File: src/hw/idio_pkg.sv
// Package for the isolated digital I/O port: register map, reset values, carriers.
// Assumes a 32-bit APB register bus and one 40 MHz core clock.
package idio_pkg;
   localparam int IDIO_CH = 32;
   localparam int IDIO_AW = 6;
   // Register byte offsets
   localparam logic [IDIO_AW-1:0] IDIO_OFS_IN_DATA = 6'h00;
   localparam logic [IDIO_AW-1:0] IDIO_OFS_OUT_DATA = 6'h04;
   localparam logic [IDIO_AW-1:0] IDIO_OFS_IRQ_STAT = 6'h08;
   localparam logic [IDIO_AW-1:0] IDIO_OFS_IRQ_MASK = 6'h0c;
   localparam logic [IDIO_AW-1:0] IDIO_OFS_EDGE_SEL = 6'h10;
   localparam logic [IDIO_AW-1:0] IDIO_OFS_FILT_CFG = 6'h14;
   // Reset values
   localparam logic [31:0] IDIO_RST_OUT = 32'h0000_0000;
   localparam logic [31:0] IDIO_RST_MASK = 32'h0000_0000;
   localparam logic [31:0] IDIO_RST_EDGE = 32'h0000_0000;
   localparam logic [15:0] IDIO_RST_FILT = 16'h0000;
   // Filter tick base time and its cycle count at 40 MHz
   localparam int IDIO_CLK_MHZ = 40;
   localparam int IDIO_TICK_NS = 1000;
   localparam int IDIO_TICK_CYC = (IDIO_TICK_NS * IDIO_CLK_MHZ) / 1000;
   localparam logic [5:0] IDIO_TICK_LAST = 6'(IDIO_TICK_CYC - 1);

   typedef struct packed {
      logic psel;
      logic penable;
      logic pwrite;
      logic [IDIO_AW-1:0] paddr;
      logic [31:0] pwdata;
   } idio_apb_req_t;

   typedef struct packed {
      logic [31:0] prdata;
      logic pready;
      logic pslverr;
   } idio_apb_rsp_t;

   typedef enum logic [1:0] {
      IDIO_IDLE = 2'b00,
      IDIO_ACC = 2'b01
   } idio_bus_st_t;
endpackage

File: src/hw/idio_port.sv
// Isolated digital I/O port: 32 filtered inputs with edge interrupts, 32 outputs.
// Assumes APB master on core_clk, inputs already synchronous, active-low field pins.
// What this block does
// [RULE1] All 32 input interrupt flags merge into one shared interrupt line.
// [RULE2] Each input has its own interrupt enable; disabled inputs never interrupt.
// [RULE3] Software selects the triggering edge; requests come only on that edge.
// [RULE4] Rising means terminal high to low; falling means terminal low to high.
// [RULE5] Terminals use negative logic: logical 1 is low, logical 0 is high.
// [RULE6] A software-set digital filter rejects noise and chatter on every input.
// [RULE7] 32 outputs follow written data inverted; written 1 turns output on.
// [RULE8] Edge events latch in sticky flags; write one clears; line held while enabled.
//
// Decided for this implementation: the address map and the APB interface to the registers.
`timescale 1ns/1ps
module idio_port
   import idio_pkg::*;
#(
   parameter int CH = IDIO_CH
) (
   // Clock and reset
   input wire logic core_clk,
   input wire logic sys_rst,
   // APB slave
   input wire idio_pkg::idio_apb_req_t apb_req,
   output idio_pkg::idio_apb_rsp_t apb_rsp,
   // Field terminals, active low
   input wire logic [CH-1:0] din_n,
   output logic [CH-1:0] dout_n,
   // Interrupt
   output logic irq
);
   import idio_pkg::*;

   typedef struct packed {
      idio_bus_st_t st;
      idio_apb_rsp_t rsp;
      logic [CH-1:0] out_data;
      logic [CH-1:0] dout_n;
      logic [CH-1:0] mask;
      logic [CH-1:0] edge_sel;
      logic [15:0] filt;
      logic [5:0] pre;
      logic [CH-1:0] in_val;
      logic [CH-1:0] in_init;
      logic [CH-1:0] stat;
      logic irq;
   } idio_state_t;

   idio_state_t s_r;
   idio_state_t s_nxt;

   // Per-bit filter counters
   logic [15:0] cnt_r [CH];
   logic [15:0] cnt_nxt [CH];

   logic [CH-1:0] raw;
   logic tick;
   logic [CH-1:0] new_val;
   logic [CH-1:0] ev;
   logic wr_acc;
   logic [CH-1:0] clr;

   always_comb begin
      raw = ~din_n; // see [RULE5]
      // One-cycle filter tick from the prescaler
      tick = (s_r.pre == IDIO_TICK_LAST);
      for (int i = 0; i < CH; i++) begin
         new_val[i] = s_r.in_val[i];
         cnt_nxt[i] = cnt_r[i];
         // Value is accepted after staying stable filt+1 ticks, or at once when filt is 0
         if (raw[i] == s_r.in_val[i]) begin
            cnt_nxt[i] = 16'h0000;
         end else if (s_r.filt == 16'h0000) begin
            new_val[i] = raw[i]; // see [RULE6]
         end else if (tick) begin
            if (cnt_r[i] == s_r.filt) begin
               new_val[i] = raw[i]; // see [RULE6]
               cnt_nxt[i] = 16'h0000;
            end else begin
               cnt_nxt[i] = cnt_r[i] + 16'h0001;
            end
         end
      end
      // edge_sel 0: logical 0->1 (terminal high->low); 1: logical 1->0
      ev = s_r.in_init & (new_val ^ s_r.in_val) & ~(new_val ^ ~s_r.edge_sel); // see [RULE3], [RULE4]
      wr_acc = apb_req.psel && apb_req.penable && apb_req.pwrite && s_r.st == IDIO_ACC;
      clr = (wr_acc && apb_req.paddr == IDIO_OFS_IRQ_STAT) ? apb_req.pwdata : '0;
   end

   always_comb begin
      s_nxt = s_r;
      s_nxt.rsp.pready = 1'b0;
      s_nxt.rsp.pslverr = 1'b0;
      s_nxt.pre = tick ? 6'h00 : s_r.pre + 6'h01;
      s_nxt.in_val = new_val;
      s_nxt.in_init = '1;
      // Set wins over clear
      s_nxt.stat = (s_r.stat & ~clr) | ev; // see [RULE8]
      // APB slave: one wait state, answers in access phase
      case (s_r.st)
         IDIO_IDLE: begin
            if (apb_req.psel && !apb_req.penable) begin
               s_nxt.st = IDIO_ACC;
            end
         end
         IDIO_ACC: begin
            if (apb_req.psel && apb_req.penable) begin
               s_nxt.st = IDIO_IDLE;
               s_nxt.rsp.pready = 1'b1;
               s_nxt.rsp.prdata = 32'h0000_0000;
               case (apb_req.paddr)
                  IDIO_OFS_IN_DATA: s_nxt.rsp.prdata = s_r.in_val;
                  IDIO_OFS_OUT_DATA: begin
                     s_nxt.rsp.prdata = s_r.out_data;
                     if (apb_req.pwrite) begin
                        s_nxt.out_data = apb_req.pwdata;
                     end
                  end
                  IDIO_OFS_IRQ_STAT: s_nxt.rsp.prdata = s_r.stat;
                  IDIO_OFS_IRQ_MASK: begin
                     s_nxt.rsp.prdata = s_r.mask;
                     if (apb_req.pwrite) begin
                        s_nxt.mask = apb_req.pwdata; // see [RULE2]
                     end
                  end
                  IDIO_OFS_EDGE_SEL: begin
                     s_nxt.rsp.prdata = s_r.edge_sel;
                     if (apb_req.pwrite) begin
                        s_nxt.edge_sel = apb_req.pwdata; // see [RULE3]
                     end
                  end
                  IDIO_OFS_FILT_CFG: begin
                     s_nxt.rsp.prdata = {16'h0000, s_r.filt};
                     if (apb_req.pwrite) begin
                        s_nxt.filt = apb_req.pwdata[15:0]; // see [RULE6]
                     end
                  end
                  default: s_nxt.rsp.pslverr = 1'b1;
               endcase
               if (!apb_req.pwrite && apb_req.paddr == IDIO_OFS_IRQ_STAT) begin
                  s_nxt.rsp.prdata = s_r.stat;
               end
            end else begin
               s_nxt.st = IDIO_IDLE;
            end
         end
         default: s_nxt.st = IDIO_IDLE;
      endcase
      s_nxt.dout_n = ~s_nxt.out_data; // see [RULE7], [RULE5]
      s_nxt.irq = |(s_nxt.stat & s_nxt.mask); // see [RULE1], [RULE2], [RULE8]
   end

   always_ff @(posedge core_clk) begin
      if (sys_rst) begin
         s_r <= '0;
         s_r.out_data <= IDIO_RST_OUT;
         s_r.dout_n <= ~IDIO_RST_OUT;
         s_r.mask <= IDIO_RST_MASK;
         s_r.edge_sel <= IDIO_RST_EDGE;
         s_r.filt <= IDIO_RST_FILT;
         s_r.st <= IDIO_IDLE;
         for (int i = 0; i < CH; i++) begin
            cnt_r[i] <= 16'h0000;
         end
      end else begin
         s_r <= s_nxt;
         for (int i = 0; i < CH; i++) begin
            cnt_r[i] <= cnt_nxt[i];
         end
      end
   end

   assign apb_rsp = s_r.rsp;
   assign dout_n = s_r.dout_n;
   assign irq = s_r.irq;
endmodule

File: config.mk
export PLATFORM = sky130hd
export DESIGN_NAME = idio_port
export DESIGN_NICKNAME = d
export VERILOG_FILES = /design/src/hw/idio_pkg.sv /design/src/hw/idio_port.sv
export SDC_FILE = /design/constraint.sdc
export NUM_CORES = 2
export LEC_CHECK = 0
export ABC_AREA = 0
export BUFFER_PORTS_ARGS = -buffer_cell sky130_fd_sc_hd__clkbuf_2
export CAP_MARGIN = 20
export CORE_UTILIZATION = 41
export CTS_CLUSTER_SIZE = 16
export DETAILED_ROUTE_END_ITERATION = 10
export PLACE_DENSITY = 0.56
export SLEW_MARGIN = 40
export SYNTH_ARGS = -nofsm -noshare
export SYNTH_HDL_FRONTEND = slang
export SYNTH_SLANG_ARGS = --single-unit
File: constraint.sdc
create_clock -name core_clk -period 3.45 [get_ports core_clk]
set_input_delay 0.5175 -clock core_clk [delete_from_list [all_inputs] [get_ports core_clk]]
set_output_delay 0.5175 -clock core_clk [all_outputs]
set_load 0.02 [all_outputs]
==> results_dict.tcl <==
set metrics [dict create \
    outcome "completed" \
    gp_congestion 0.8988 \
    multiInputGateArea_um2 22070 \
    critPathBufInv 1 \
    initial_core_util_pct 41.37 \
    p_int_w 0.01458 \
    ys_async_sr_fraction_pct 0 \
    postRouteAntennaNets 0 \
    cts-resized-gates 0 \
    power.density_nw_per_um2 427.1 \
    grt_pass1_wl_um 185000 \
    vias 32700 \
    max_stage_delay_ps 710 \
    wirelength_um 121000 \
    fin_nets 4844 \
    synth_top_flop_cell "dfxtp_1" \
    initialDrtViolationCount 2411 \
    clkPwrFrac_pct 49.2 \
    grt_pass1_vias 31170 \
    synth_cells 4679 \
    synthesis.nets 4787 \
    p_seq_share_pct 47.0 \
    remaining_drc_errors 0 \
    worst_slew_pin_slew_ps 843.9 \
    io_pins 142 \
    leakage_nw 18.27 \
    first_pass_iters 5 \
    period_share_pct 86.51 \
    grtUsageTotal_pct 24.32 \
    power.total_w 0.01897 \
    timing.rr.start "s_r[104]$_SDFFE_PP0P_" \
    peakVddDrop_mv 0.3491 \
    hpwl_um 82900 \
    setup_tns_ps 0 \
    reg2reg_depth 8 \
    path_class "flip-flop to flip-flop" \
    drive_gt1_share_pct 10.43 \
    crit_slowest_cell "dfxtp_4" \
    worst_ep_arrival_time_ps 3540 \
    mostFrequentLayoutCell "dfxtp_1" \
    wl_per_cell_um 19.92 \
    grt_max_degree 69 \
    finalHoldViolations 0 \
    timing.critical_path.mode_cell "nor4_1" \
    netSwitchingPower_w 0.004381 \
    cap_violations 0 \
    rows 113 \
    synth_cell_types 50 \
    end_kind "flip-flop" \
    seq_area_frac_synth_pct 38.92 \
    fillers 9298 \
    portBuffers 141 \
    numCtsBuffers 85 \
    cp-start-kind "flip-flop" \
    relSlewSlack_pct 43.66 \
    min_path_type "input pin to flip-flop" \
    antenna_found_initial 9 \
    cts_sinks 763 \
    final-max-slew-violation-count 0 \
    path_max_fanout 20 \
    clk_path_buf_depth 3 \
    overflow 0 \
    swShare_pct 23.10 \
    viasPerCell 5.383 \
    worstSetupPathDepth 8 \
    layout_common_cells "dfxtp_1 (747), nor2_1 (722), xor2_1 (663), nand2_1 (359), xnor2_1 (328)" \
    synth_edf_count 0 \
    clkLatencyLatePin_ps 660 \
    core_um2 94870 \
    yosysWarningCount 0 \
    cp.required_ps 4010 \
    crit_path_cell_trace "buf_4 > xor2_1 > nor4_1 > nand4_1 > o31a_1 > o22ai_1 > nor4_1 > a41oi_1" \
    seqCellArea_um2 15330 \
    h-tree-depth 3 \
    fin_skew_ps 24.70 \
    timing.rr.end "irq$_SDFF_PP0_" \
    die-area_um2 96960 \
    clk_pin_slew_ps 60 \
    ys_ff_latch 763 \
    die_h_um 311.4 \
    cts-root-buf "clkbuf_16" \
    rsz0062_at_grt "no" \
    crit_path_start "s_r[104]$_SDFFE_PP0P_" \
    synth_area_per_cell_um2 8.388 \
    combPwrFrac_pct 3.8 \
    regToRegSetupSlack_ps 470 \
    setup_viol 0 \
    areaGrowthSynthToFinish_pct 13.14 \
    period_needed_ps 2985 \
    hold_buffers 0 \
    crit_path_end "irq$_SDFF_PP0_" \
    die_x_um 311.4 \
    max_freq_mhz 335.0 \
    post_synth_instance_area_um2 39250 \
    cts_tree "built" \
    post_cts_buffers 0 \
    crit_family "compound AO/OA/AOI/OAI gates" \
]
## state kept, by name, summed over array words and instances, names as in the netlist
register	cells
cnt_r	512
s_r	184
irq	1
dout_n	32
apb_rsp	34
## area by class of cell
cell class / count / area share [%]
sequential: 763 / 34.53
clock inverter: 26 / 0.6143
antenna: 5 / 0.02818
clock buffer: 129 / 5.855
inverter: 113 / 0.9552
tap: 1265 / 3.564
multi-input combinational: 3488 / 49.69
timing repair buffer: 285 / 4.754
## synth_stat cells, types with 3 or more instances
cell,n,area [um2]
ha_1,33,412.9
o21ai_0,114,570.6
or2_1,34,212.7
o21ai_1,28,140.1
nor4_1,116,725.7
nor2b_1,4,25.02
o41ai_1,32,280.3
o22ai_1,16,100.1
a21boi_0,24,180.2
o31a_1,24,210.2
or3_1,39,244.0
a221oi_1,16,140.1
buf_6,3,33.78
nor2_1,724,2718
clkbuf_1,143,536.8
buf_1,9,33.78
mux2_2,16,180.2
buf_4,67,503.0
or2_2,10,62.56
o211ai_1,16,120.1
inv_1,112,420.4
buf_2,93,465.5
nand4_1,207,1295
o21a_1,24,180.2
and3_1,140,875.8
xor2_1,663,5807
nand3_1,122,610.6
nand2_1,360,1351
and4_1,13,113.9
o221a_2,15,168.9
xnor2_1,328,2873
a222oi_1,16,160.2
nor3_1,86,430.4
a21oi_1,150,750.7
mux2i_1,48,480.5
and2_1,12,75.07
a221o_1,15,150.1
a211oi_1,32,240.2
dfxtp_1,763,15270
## cell families (layout without fill, tap and decap cells)
family | Yosys count | count (layout) | synth area share, %
fa+ha+maj | 33 | 33 | 1.052
xor+xnor | 991 | 991 | 22.12
other cells | 0 | 5 | 0
simple gates | 1875 | 1875 | 22.44
flops | 763 | 763 | 38.92
compound gates | 525 | 525 | 8.700
mux | 64 | 64 | 1.683
buf+inv | 428 | 553 | 5.088
## worst min path at each step
| stage | from | endpoint | cells past startpoint |
|---|---|---|---|
| after floorplan | s_r[97]$_SDFF_PP0_ | s_r[97]$_SDFF_PP0_ | 1 |
| after global placement | s_r[97]$_SDFF_PP0_ | s_r[97]$_SDFF_PP0_ | 1 |
| after detailed placement | s_r[97]$_SDFF_PP0_ | s_r[97]$_SDFF_PP0_ | 1 |
| after CTS | apb_req[39] | s_r[281]$_SDFFE_PP0P_ | 2 |
| after global routing | din_n[12] | s_r[77]$_SDFF_PP0_ | 2 |
| final | apb_req[39] | s_r[281]$_SDFFE_PP0P_ | 2 |
## power groups by stage
stage,Clock (W),Sequential (W),Combinational (W)
5_1_grt,0.00990,0.00891,0.000777
4_1_cts,0.00953,0.00891,0.000724
3_5_place_dp,0,0.00911,0.000722
3_3_place_gp,0,0.00911,0.000716
6_report,0.00932,0.00891,0.000728
2_1_floorplan,0,0.00910,0.000419
## per-stage QoR
step	instances	cell area [um2]	hold slack [ps]	worst slack, ps	util, %
4_1_cts	6069	44390	66.48	529.1	46.79
3_5_place_dp	5914	41520	451.9	286.3	43.76
3_3_place_gp	5914	41460	440.8	179.2	43.70
6_report	6074	44400	92.44	465.3	46.81
5_1_grt	6073	44400	90.99	306.2	46.80
2_1_floorplan	4679	39250	423.4	791.9	-
## per-layer routing
layer	vias up	track usage (%)	routed length (um)
met2	878	39.00	54950
met1	15640	32.34	54540
li1	15920	-	-
met5	-	0	10
met3	261	3.773	6431
met4	2	10.40	5075
(Power assumes the default switching activity.)
